==> src/common/rca_pkg.sv <==
// Constants and state type of the remote control arbiter and logger
package rca_pkg;

  // ----------------------------------------
  // Timing
  // ----------------------------------------
  localparam int unsigned CLK_PERIOD_NS = 32'h0000_000A;
  localparam int unsigned MS_NS         = 32'h000F_4240;
  localparam int unsigned CYC_PER_MS    = MS_NS / CLK_PERIOD_NS;

  // ----------------------------------------
  // Register word addresses
  // ----------------------------------------
  localparam logic [2:0] REG_CTRL     = 3'h0;
  localparam logic [2:0] REG_STATUS   = 3'h1;
  localparam logic [2:0] REG_SET_VI   = 3'h2;
  localparam logic [2:0] REG_SET_PR   = 3'h3;
  localparam logic [2:0] REG_INTERVAL = 3'h4;
  localparam logic [2:0] REG_ELAPSED  = 3'h5;

  // ----------------------------------------
  // Field positions
  // ----------------------------------------
  localparam int CTRL_ALLOW   = 0;
  localparam int CTRL_RANGE10 = 1;
  localparam int CTRL_COUPLED = 2;
  localparam int CTRL_IRMODE  = 3;
  localparam int CTRL_START   = 8;
  localparam int CTRL_STOP    = 9;
  localparam int SET_HI_LSB   = 16;
  localparam int STAT_LOG_LSB = 2;
  localparam int STAT_REC     = 4;
  localparam int STAT_FILE    = 16;

  // ----------------------------------------
  // Reset values
  // ----------------------------------------
  localparam logic        ALLOW_RST    = 1'h1;
  localparam logic        RANGE10_RST  = 1'h1;
  localparam logic [10:0] FIRST_FILE   = 11'h001;
  localparam logic [15:0] INTERVAL_RST = 16'h03E8;

  // ----------------------------------------
  // Scaling, limits, record layout
  // ----------------------------------------
  localparam logic [13:0] SP_MAX     = 14'h3FFF;
  localparam logic [14:0] IN_FS_10V  = 15'h3FFF;
  localparam logic [14:0] IN_FS_5V   = 15'h2000;
  localparam logic [14:0] REF_10V    = 15'h4000;
  localparam logic [14:0] REF_5V     = 15'h2000;
  localparam logic [10:0] MAX_FILES  = 11'h400;
  localparam logic [32:0] FILE_LIMIT = 33'h1_0000_0000;
  localparam logic [32:0] REC_BYTES  = 33'h0_0000_0034;
  localparam logic [32:0] FLD_BYTES  = 33'h0_0000_0004;
  localparam logic [3:0]  LAST_FLD   = 4'hC;
  localparam logic [31:0] NOT_APPL   = 32'hFFFF_FFFF;

  typedef enum logic [1:0] {LOC_MANUAL, LOC_ANALOG, LOC_DIGITAL, LOC_LOCAL} rca_loc_t;
  typedef enum logic [1:0] {LOG_IDLE, LOG_RUN, LOG_FAULT} rca_log_t;

  typedef struct packed {
    rca_loc_t    loc;
    logic        lock;
    rca_log_t    log_state;
    logic        allow_remote;
    logic        range_10v;
    logic        log_coupled;
    logic        ir_mode;
    logic [13:0] set_v;
    logic [13:0] set_i;
    logic [13:0] set_p;
    logic [13:0] set_r;
    logic [14:0] ref_code;
    logic [14:0] mon_v;
    logic [14:0] mon_i;
    logic        dig_err;
    logic        log_open;
    logic        log_close;
    logic        out_prev;
    logic        waitreq;
    logic        field_valid;
    logic [10:0] file_no;
    logic [10:0] next_no;
    logic [32:0] file_bytes;
    logic [16:0] ms_div;
    logic [31:0] elapsed_ms;
    logic [15:0] intv_ms;
    logic [15:0] intv_cnt;
    logic [3:0]  field_idx;
    logic [31:0] field_data;
    logic [31:0] rdata;
  } rca_state_t;

endpackage : rca_pkg

==> src/hdl/rca_top.sv <==
// Control-location arbiter, analog scaling and log record controller
//
// Our own choices: the Avalon-MM interface to the registers and the placing of the registers.
`timescale 1ns/1ps
// ----------------------------------------
// ----------------------------------------
module rca_top #(
  parameter int unsigned CYC_PER_MS = rca_pkg::CYC_PER_MS
) (
  // Clock, reset, enable
  input  wire logic              clock_in,
  input  wire logic              rst_n_in,
  input  wire logic              clk_en_in,
  // Avalon-MM slave
  input  wire logic [2:0]        avs_address_in,
  input  wire logic              avs_read_in,
  input  wire logic              avs_write_in,
  input  wire logic [31:0]       avs_writedata_in,
  output logic [31:0]            avs_readdata_out,
  output logic                   avs_waitrequest_out,
  // Digital remote port
  input  wire logic              dig_take_in,
  input  wire logic              dig_release_in,
  output logic                   dig_error_out,
  // Analog port
  input  wire logic              analog_remote_n_in,
  input  wire logic              adc_valid_in,
  input  wire logic [14:0]       voltage_setpoint_input_in,
  input  wire logic [14:0]       current_setpoint_input_in,
  input  wire logic [14:0]       power_setpoint_input_in,
  input  wire logic [14:0]       resistance_setpoint_input_in,
  output logic [14:0]            reference_out,
  output logic [14:0]            voltage_monitor_output_out,
  output logic [14:0]            current_monitor_output_out,
  // Device state
  input  wire logic              dc_output_on_in,
  input  wire logic [1:0]        regulation_mode_in,
  input  wire logic [3:0]        alarm_code_in,
  input  wire logic [13:0]       meas_v_in,
  input  wire logic [13:0]       meas_i_in,
  input  wire logic [13:0]       meas_p_in,
  input  wire logic [13:0]       meas_r_in,
  output rca_pkg::rca_loc_t      loc_out,
  output logic                   local_lock_out,
  output logic [13:0]            set_v_out,
  output logic [13:0]            set_i_out,
  output logic [13:0]            set_p_out,
  output logic [13:0]            set_r_out,
  // Log storage
  input  wire logic              media_present_in,
  input  wire logic              media_full_in,
  input  wire logic [10:0]       media_max_file_in,
  input  wire logic              log_ready_in,
  output rca_pkg::rca_log_t      log_state_out,
  output logic                   log_open_out,
  output logic                   log_close_out,
  output logic [10:0]            log_file_no_out,
  output logic                   log_field_valid_out,
  output logic [3:0]             log_field_idx_out,
  output logic [31:0]            log_field_data_out
);
  import rca_pkg::*;

  rca_state_t  s_reg;
  rca_state_t  s_next;
  logic        bus_req;
  logic        wr_go;
  logic        cmd_start;
  logic        cmd_stop;
  logic        start_go;
  logic        stop_go;
  logic        out_rise;
  logic        out_fall;
  logic        ms_tick;
  logic        due;
  logic        media_bad;
  logic [10:0] num;

  // ----------------------------------------
  // Helpers
  // ----------------------------------------
  function automatic logic [13:0] scale_in(input logic [14:0] c, input logic r10);
    if (r10) begin
      scale_in = (c >= IN_FS_10V) ? SP_MAX : c[13:0];
    end else begin
      scale_in = (c >= IN_FS_5V) ? SP_MAX : {c[12:0], 1'b0};
    end
  endfunction : scale_in

  function automatic logic [14:0] scale_out(input logic [13:0] m, input logic r10);
    scale_out = r10 ? {1'b0, m} : {2'b00, m[13:1]};
  endfunction : scale_out

  function automatic logic [31:0] field_val(input logic [3:0] k, input rca_state_t st);
    field_val = 32'h0000_0000;
    unique case (k)
      4'h0: field_val = {18'h0_0000, st.set_v};
      4'h1: field_val = {18'h0_0000, meas_v_in};
      4'h2: field_val = {18'h0_0000, st.set_i};
      4'h3: field_val = {18'h0_0000, meas_i_in};
      4'h4: field_val = {18'h0_0000, st.set_p};
      4'h5: field_val = {18'h0_0000, meas_p_in};
      4'h6: field_val = st.ir_mode ? {18'h0_0000, st.set_r} : NOT_APPL;
      4'h7: field_val = st.ir_mode ? {18'h0_0000, meas_r_in} : NOT_APPL;
      4'h8: field_val = {31'h0000_0000, st.ir_mode};
      4'h9: field_val = {31'h0000_0000, dc_output_on_in};
      4'hA: field_val = {30'h0000_0000, regulation_mode_in};
      4'hB: field_val = {28'h000_0000, alarm_code_in};
      4'hC: field_val = st.elapsed_ms;
      default: field_val = 32'h0000_0000;
    endcase
  endfunction : field_val

  function automatic logic [31:0] read_mux(input logic [2:0] a, input rca_state_t st);
    read_mux = 32'h0000_0000;
    unique case (a)
      REG_CTRL: begin
        read_mux[CTRL_ALLOW]   = st.allow_remote;
        read_mux[CTRL_RANGE10] = st.range_10v;
        read_mux[CTRL_COUPLED] = st.log_coupled;
        read_mux[CTRL_IRMODE]  = st.ir_mode;
      end
      REG_STATUS: begin
        read_mux[1:0] = st.loc;
        read_mux[STAT_LOG_LSB +: 2] = st.log_state;
        read_mux[STAT_REC] = st.field_valid;
        read_mux[STAT_FILE +: 11] = st.file_no;
      end
      REG_SET_VI: begin
        read_mux[13:0] = st.set_v;
        read_mux[SET_HI_LSB +: 14] = st.set_i;
      end
      REG_SET_PR: begin
        read_mux[13:0] = st.set_p;
        read_mux[SET_HI_LSB +: 14] = st.set_r;
      end
      REG_INTERVAL: read_mux[15:0] = st.intv_ms;
      REG_ELAPSED: read_mux = st.elapsed_ms;
      default: read_mux = 32'h0000_0000;
    endcase
  endfunction : read_mux

  // ----------------------------------------
  // Next state
  // ----------------------------------------
  always_comb begin
    s_next = s_reg;
    bus_req = avs_read_in | avs_write_in;
    wr_go = avs_write_in & ~s_reg.waitreq;
    cmd_start = 1'b0;
    cmd_stop = 1'b0;
    s_next.dig_err = 1'b0;
    s_next.log_open = 1'b0;
    s_next.log_close = 1'b0;
    s_next.out_prev = dc_output_on_in;
    out_rise = dc_output_on_in & ~s_reg.out_prev;
    out_fall = ~dc_output_on_in & s_reg.out_prev;
    media_bad = ~media_present_in | media_full_in;

    // Bus slave: one wait cycle, then the answer
    s_next.waitreq = ~(bus_req & s_reg.waitreq);
    if (avs_read_in & s_reg.waitreq) begin
      s_next.rdata = read_mux(avs_address_in, s_reg);
    end
    if (wr_go) begin
      unique case (avs_address_in)
        REG_CTRL: begin
          s_next.allow_remote = avs_writedata_in[CTRL_ALLOW];
          s_next.range_10v = avs_writedata_in[CTRL_RANGE10];
          s_next.log_coupled = avs_writedata_in[CTRL_COUPLED];
          s_next.ir_mode = avs_writedata_in[CTRL_IRMODE];
          cmd_start = avs_writedata_in[CTRL_START];
          cmd_stop = avs_writedata_in[CTRL_STOP];
        end
        REG_SET_VI: begin
          if (s_reg.loc != LOC_ANALOG) begin
            s_next.set_v = avs_writedata_in[13:0];
            s_next.set_i = avs_writedata_in[SET_HI_LSB +: 14];
          end
        end
        REG_SET_PR: begin
          if (s_reg.loc != LOC_ANALOG) begin
            s_next.set_p = avs_writedata_in[13:0];
            s_next.set_r = avs_writedata_in[SET_HI_LSB +: 14];
          end
        end
        REG_INTERVAL: s_next.intv_ms = avs_writedata_in[15:0];
        default: ;
      endcase
    end

    // Control location arbiter
    unique case (s_reg.loc)
      LOC_MANUAL: begin
        if (!s_reg.allow_remote) begin
          s_next.loc = LOC_LOCAL;
        end else if (!analog_remote_n_in) begin
          s_next.loc = LOC_ANALOG;
        end else if (dig_take_in) begin
          s_next.loc = LOC_DIGITAL;
        end
        s_next.dig_err = dig_take_in & ~analog_remote_n_in;
      end
      LOC_ANALOG: begin
        if (!s_reg.allow_remote) begin
          s_next.loc = LOC_LOCAL;
        end else if (analog_remote_n_in) begin
          s_next.loc = LOC_MANUAL;
        end
        s_next.dig_err = dig_take_in;
      end
      LOC_DIGITAL: begin
        if (!s_reg.allow_remote) begin
          s_next.loc = LOC_LOCAL;
        end else if (dig_release_in) begin
          s_next.loc = LOC_MANUAL;
        end
      end
      LOC_LOCAL: begin
        if (s_reg.allow_remote) begin
          s_next.loc = analog_remote_n_in ? LOC_MANUAL : LOC_ANALOG;
        end
        s_next.dig_err = dig_take_in;
      end
    endcase

    s_next.lock = (s_next.loc == LOC_LOCAL);
    // Analog setpoints, applied only on fresh samples
    if ((s_reg.loc == LOC_ANALOG) && adc_valid_in) begin
      s_next.set_v = scale_in(voltage_setpoint_input_in, s_reg.range_10v);
      s_next.set_i = scale_in(current_setpoint_input_in, s_reg.range_10v);
      s_next.set_p = scale_in(power_setpoint_input_in, s_reg.range_10v);
      if (s_reg.ir_mode) begin
        s_next.set_r = scale_in(resistance_setpoint_input_in, s_reg.range_10v);
      end
    end
    s_next.ref_code = s_reg.range_10v ? REF_10V : REF_5V;
    s_next.mon_v = scale_out(meas_v_in, s_reg.range_10v);
    s_next.mon_i = scale_out(meas_i_in, s_reg.range_10v);

    // Start and stop sources
    if (s_reg.log_coupled) begin
      start_go = out_rise;
      stop_go = out_fall;
    end else begin
      start_go = cmd_start;
      stop_go = cmd_stop;
    end
    if (media_max_file_in >= s_reg.next_no) begin
      num = 11'(media_max_file_in + 11'h001);
    end else begin
      num = s_reg.next_no;
    end
    ms_tick = (s_reg.ms_div == 17'(CYC_PER_MS - 1));
    due = 1'b0;

    // Log session
    unique case (s_reg.log_state)
      LOG_IDLE, LOG_FAULT: begin
        if (start_go) begin
          if (media_bad || (num > MAX_FILES)) begin
            s_next.log_state = LOG_FAULT;
          end else begin
            s_next.log_state = LOG_RUN;
            s_next.log_open = 1'b1;
            s_next.file_no = num;
            s_next.next_no = 11'(num + 11'h001);
            s_next.file_bytes = 33'h0_0000_0000;
            s_next.elapsed_ms = 32'h0000_0000;
            s_next.ms_div = 17'h0_0000;
            s_next.intv_cnt = 16'h0000;
            s_next.field_idx = 4'h0;
            s_next.field_valid = 1'b0;
          end
        end
      end
      LOG_RUN: begin
        if (stop_go) begin
          s_next.log_state = LOG_IDLE;
          s_next.log_close = 1'b1;
          s_next.field_valid = 1'b0;
        end else if (media_bad) begin
          s_next.log_state = LOG_FAULT;
          s_next.log_close = 1'b1;
          s_next.field_valid = 1'b0;
        end else begin
          s_next.ms_div = ms_tick ? 17'h0_0000 : 17'(s_reg.ms_div + 17'h0_0001);
          if (ms_tick) begin
            s_next.elapsed_ms = s_reg.elapsed_ms + 32'h0000_0001;
            if (17'(s_reg.intv_cnt) + 17'h0_0001 >= 17'(s_reg.intv_ms)) begin
              s_next.intv_cnt = 16'h0000;
              due = 1'b1;
            end else begin
              s_next.intv_cnt = s_reg.intv_cnt + 16'h0001;
            end
          end
          if (s_reg.field_valid && log_ready_in) begin
            s_next.file_bytes = s_reg.file_bytes + FLD_BYTES;
            if (s_reg.field_idx == LAST_FLD) begin
              s_next.field_valid = 1'b0;
            end else begin
              s_next.field_idx = s_reg.field_idx + 4'h1;
              s_next.field_data = field_val(s_reg.field_idx + 4'h1, s_reg);
            end
          end else if (due && !s_reg.field_valid) begin
            if (s_reg.file_bytes > FILE_LIMIT - REC_BYTES) begin
              s_next.log_state = LOG_FAULT;
              s_next.log_close = 1'b1;
            end else begin
              s_next.field_valid = 1'b1;
              s_next.field_idx = 4'h0;
              s_next.field_data = field_val(4'h0, s_reg);
            end
          end
        end
      end
      default: begin
        s_next.log_state = LOG_IDLE;
      end
    endcase
  end

  // ----------------------------------------
  // State register
  // ----------------------------------------
  always_ff @(posedge clock_in) begin
    if (!rst_n_in) begin
      s_reg <= '0;
      s_reg.loc <= LOC_MANUAL;
      s_reg.log_state <= LOG_IDLE;
      s_reg.allow_remote <= ALLOW_RST;
      s_reg.range_10v <= RANGE10_RST;
      s_reg.ref_code <= REF_10V;
      s_reg.waitreq <= 1'b1;
      s_reg.next_no <= FIRST_FILE;
      s_reg.intv_ms <= INTERVAL_RST;
    end else if (clk_en_in) begin
      s_reg <= s_next;
    end
  end

  // ----------------------------------------
  // Outputs
  // ----------------------------------------
  assign avs_readdata_out           = s_reg.rdata;
  assign avs_waitrequest_out        = s_reg.waitreq;
  assign dig_error_out              = s_reg.dig_err;
  assign reference_out              = s_reg.ref_code;
  assign voltage_monitor_output_out = s_reg.mon_v;
  assign current_monitor_output_out = s_reg.mon_i;
  assign loc_out                    = s_reg.loc;
  assign local_lock_out             = s_reg.lock;
  assign set_v_out                  = s_reg.set_v;
  assign set_i_out                  = s_reg.set_i;
  assign set_p_out                  = s_reg.set_p;
  assign set_r_out                  = s_reg.set_r;
  assign log_state_out              = s_reg.log_state;
  assign log_open_out               = s_reg.log_open;
  assign log_close_out              = s_reg.log_close;
  assign log_file_no_out            = s_reg.file_no;
  assign log_field_valid_out        = s_reg.field_valid;
  assign log_field_idx_out          = s_reg.field_idx;
  assign log_field_data_out         = s_reg.field_data;

endmodule : rca_top

==> config.mk <==
export PLATFORM = sky130hd
export DESIGN_NAME = rca_top
export DESIGN_NICKNAME = d
export VERILOG_FILES = /design/src/common/rca_pkg.sv /design/src/hdl/rca_top.sv
export SDC_FILE = /design/constraint.sdc
export NUM_CORES = 1
export LEC_CHECK = 0
export BUFFER_PORTS_ARGS = -buffer_cell sky130_fd_sc_hd__buf_4
export CORE_MARGIN = 2
export CORE_UTILIZATION = 30
export DETAILED_ROUTE_END_ITERATION = 16
export GPL_TIMING_DRIVEN = 0
export PLACE_DENSITY = 0.51
export SYNTH_ARGS = -nofsm -noshare
export SYNTH_HDL_FRONTEND = slang
export SYNTH_SLANG_ARGS = --single-unit
==> constraint.sdc <==
create_clock -name clock_in -period 4.8 [get_ports clock_in]
set_clock_uncertainty 0.2 [all_clocks]
set_input_delay 0.96 -clock clock_in [delete_from_list [all_inputs] [get_ports clock_in]]
set_output_delay 0.96 -clock clock_in [all_outputs]
set_load 0.05 [all_outputs]
==> results.json <==
{
  "outcome": "complete, no violations",
  "highest_layer": "met4",
  "die_h_um": 254,
  "overflow": 0,
  "setup_ws_ns": 0.241,
  "top_level_ports": 371,
  "end_kind": "register",
  "cts-hold-fix-buffers": 0,
  "min_path_type": "register to register",
  "antenna_found_initial": 4,
  "synth_top_flop_cell": "dfxtp_1",
  "synthCells": 2393,
  "ys_warn_count": 0,
  "initial_core_util_pct": 30.3,
  "cts_root_buffer": "clkbuf_16",
  "cts_sinks": 303,
  "cts_buffer_depth": 3,
  "peakVddDrop_v": 0.000212,
  "post_drt_wl_per_cell_um": 25.0,
  "synth_edf_count": 0,
  "synth-compound-area-share_pct": 25.4,
  "syn_area_per_cell_um2": 7.81,
  "worst_pin_slew_ns": 1.24,
  "detail_route.first_pass.iterations": 8,
  "syn_area_mm2": 0.0187,
  "final_util_pct": 38.8,
  "syn_to_final_growth_pct": 27.9,
  "slew_headroom_pct": 17.5,
  "ys_top_cells_by_count": "dfxtp_1 (303), nor2_1 (238), nand2_1 (207)",
  "clock_latency_ns": 0.57,
  "vias": 20300,
  "ant_nets": 0,
  "maxSlewViolCount": 0,
  "grt_max_degree": 13,
  "synthXorXnorAreaFrac_pct": 4.22,
  "synthSimpleGateAreaFrac_pct": 18.9,
  "wl_um": 91700,
  "dpl.hpwl_um": 73400,
  "grt_usage_pct": 27.4,
  "drt-initial-drc-count": 1706,
  "hold_slack_ns": 0.257,
  "ys_types": 74,
  "viasPerCell": 5.53,
  "ys_ff_latch": 303,
  "synthTopCellsByArea": "dfxtp_1 (32%), buf_4 (7.5%), a21oi_1 (5.2%)",
  "ys_async_sr_fraction_pct": 0,
  "wl_met3_um": 6620,
  "arrival_ns": 4.85,
  "max_freq_ghz": 0.219,
  "rsz0062_at_grt": "false",
  "path_max_fanout": 10,
  "largest_reg_flops": 128,
  "stdcell_count": 3671,
  "cts_tree": "yes",
  "die_w_um": 254,
  "placed_cells": 3595,
  "power_density_mw_per_mm2": 269,
  "post-route-period-util_pct": 95.0,
  "power_leakage_nw": 9.56,
  "met2_length_um": 43100,
  "setup_violations": 0,
  "nNetsFinal": 3033,
  "synth_top_family_by_area": "compound AO/OA/AOI/OAI gates",
  "ys_seq_area_share_pct": 32.4,
  "preCtsSetupSlack_ns": -1.37,
  "drive_gt1_share_pct": 24.6,
  "yosysMostFrequentCell": "dfxtp_1",
  "place_congestion": 0.961,
  "dieArea_mm2": 0.0643,
  "cts.clk_slew.worst_paths_ns": 0.06,
  "criticalPathCategory": "input pin to register",
  "post-synth-top-area-fraction_pct": 32.4,
  "synth_fa_ha_area_share_pct": 2.88,
  "core_area_mm2": 0.0617,
  "finalHoldViolCount": 0,
  "cts-buffers-inserted": 37,
  "first_global_vias": 19600,
  "port_buffers": 351,
  "critical_path_required_ns": 5.09,
  "synth_top_cell_by_area": "dfxtp_1",
  "htreeDepth": 2,
  "startpoint_type": "input pin",
  "fin_crit_ns": 4.56,
  "drv_cap": 0,
  "grt_pass1_wl_um": 130000,
  "muxShareOfSynthArea_pct": 4.13,
  "row_count": 91,
  "wl_met1_um": 38100,
  "drcViolationCount": 0
}
==> cells by family (layout without fill, tap and decap cells) <==
kind of cell / Yosys count / after routing
other: 1 / 17
AOI/OAI and AO/OA: 724 / 724
adders and majority gates: 43 / 43
xor gates and xnor gates: 90 / 90
and+or+nand+nor: 755 / 755
buffers and inverters: 403 / 828
muxes: 74 / 74
DFF: 303 / 303
==> path summary, 6_finish.rpt <==
| path | startpoint | end | slack [ns] | cells past startpoint |
|---|---|---|---|---|
| max | media_max_file_in[0] | s_reg[177] | 0.24 | 19 |
| min | log_field_data_out[18] | log_field_data_out[18] | 0.26 | 2 |
| max reg2reg | s_reg[189] | s_reg[177] | 0.29 | 20 |
| min reg2reg | log_field_data_out[18] | log_field_data_out[18] | 0.26 | 2 |
==> routing by layer <==
layer  up-vias  track usage (%)
met4         0             11.3
met2       931             46.3
li1       9359                -
met1      9845             35.2
met3       160             3.41
met5         -                0
==> power breakdown <==
part,leakage (nW),switching (W),internal [W]
Sequential,2.46,0.0000628,0.00256
Combinational,6.50,0.000610,0.000346
Clock,0.599,0.00115,0.00171
==> cell type report <==
class | instances | area [um2]
antenna | 2 | 5.00
buffer | 355 | 2100
clock buffer | 52 | 1070
clock inverter | 10 | 133
fill | 6533 | 37800
inverter | 46 | 173
multi-input combinational | 1701 | 10600
sequential | 303 | 6070
tap | 837 | 1050
timing repair buffer | 365 | 2740
==> cells in the final DEF, fill, tap and decap left out, types with 12 or more instances in the layout <==
| cell type | Yosys | final |
|---|---|---|
| nor2b_1 | 14 | 13 |
| o22ai_1 | 16 | 16 |
| o221ai_1 | 41 | 41 |
| o21ai_0 | 145 | 144 |
| clkbuf_2 | 0 | 12 |
| nor3_1 | 47 | 45 |
| buf_4 | 188 | 557 |
| mux2i_1 | 58 | 58 |
| clkbuf_16 | 0 | 37 |
| mux2_2 | 15 | 15 |
| nor2_1 | 238 | 235 |
| inv_1 | 45 | 45 |
| conb_1 | 1 | 15 |
| xnor2_1 | 38 | 38 |
| dfxtp_1 | 303 | 299 |
| a22oi_1 | 31 | 31 |
| or3_1 | 30 | 30 |
| o2111ai_1 | 17 | 17 |
| nand2_1 | 207 | 205 |
| nand3b_1 | 13 | 13 |
| clkbuf_1 | 147 | 134 |
| a221oi_1 | 19 | 19 |
| xor2_1 | 52 | 52 |
| a211oi_1 | 60 | 60 |
| nand3_1 | 67 | 67 |
| ha_1 | 43 | 42 |
| a31oi_1 | 66 | 65 |
| a21oi_1 | 193 | 192 |
| nand4_1 | 35 | 35 |
| nand2b_1 | 18 | 18 |
| o211ai_1 | 42 | 42 |
| and3_1 | 37 | 36 |
==> worst max-delay path: stages <==
cell	delay, ns
buf_4	0.13
inv_1	0.10
ha_1	0.29
nand2b_1	0.17
a31oi_4	0.24
o31a_1	0.25
nand2_4	0.12
buf_4	0.20
a21oi_4	0.19
ha_4	0.18
nand3_1	0.06
a2111o_1	0.52
a2111oi_4	0.34
buf_6	0.17
buf_4	0.11
buf_4	0.10
o211ai_1	0.14
or3_1	0.41
a21oi_1	0.14
==> metrics by stage <==
stage	cell area, um2	power [W]	setup TNS (ns)
after floorplan	18800	0.00318	0
after global placement	22400	0.00360	-169.38
after detailed placement	22400	0.00361	-169.82
after CTS	23800	0.00647	0
after global routing	23900	0.00662	0
final	23900	0.00644	0
==> timing repair <==
item / in CTS / in global routing
endpoints found under the setup margin: 156 / 143
gates resized for setup: 32 / 30
pin swaps: 3 / 12
setup buffers: 5 / 9
Power figures use the tool's default switching activity.
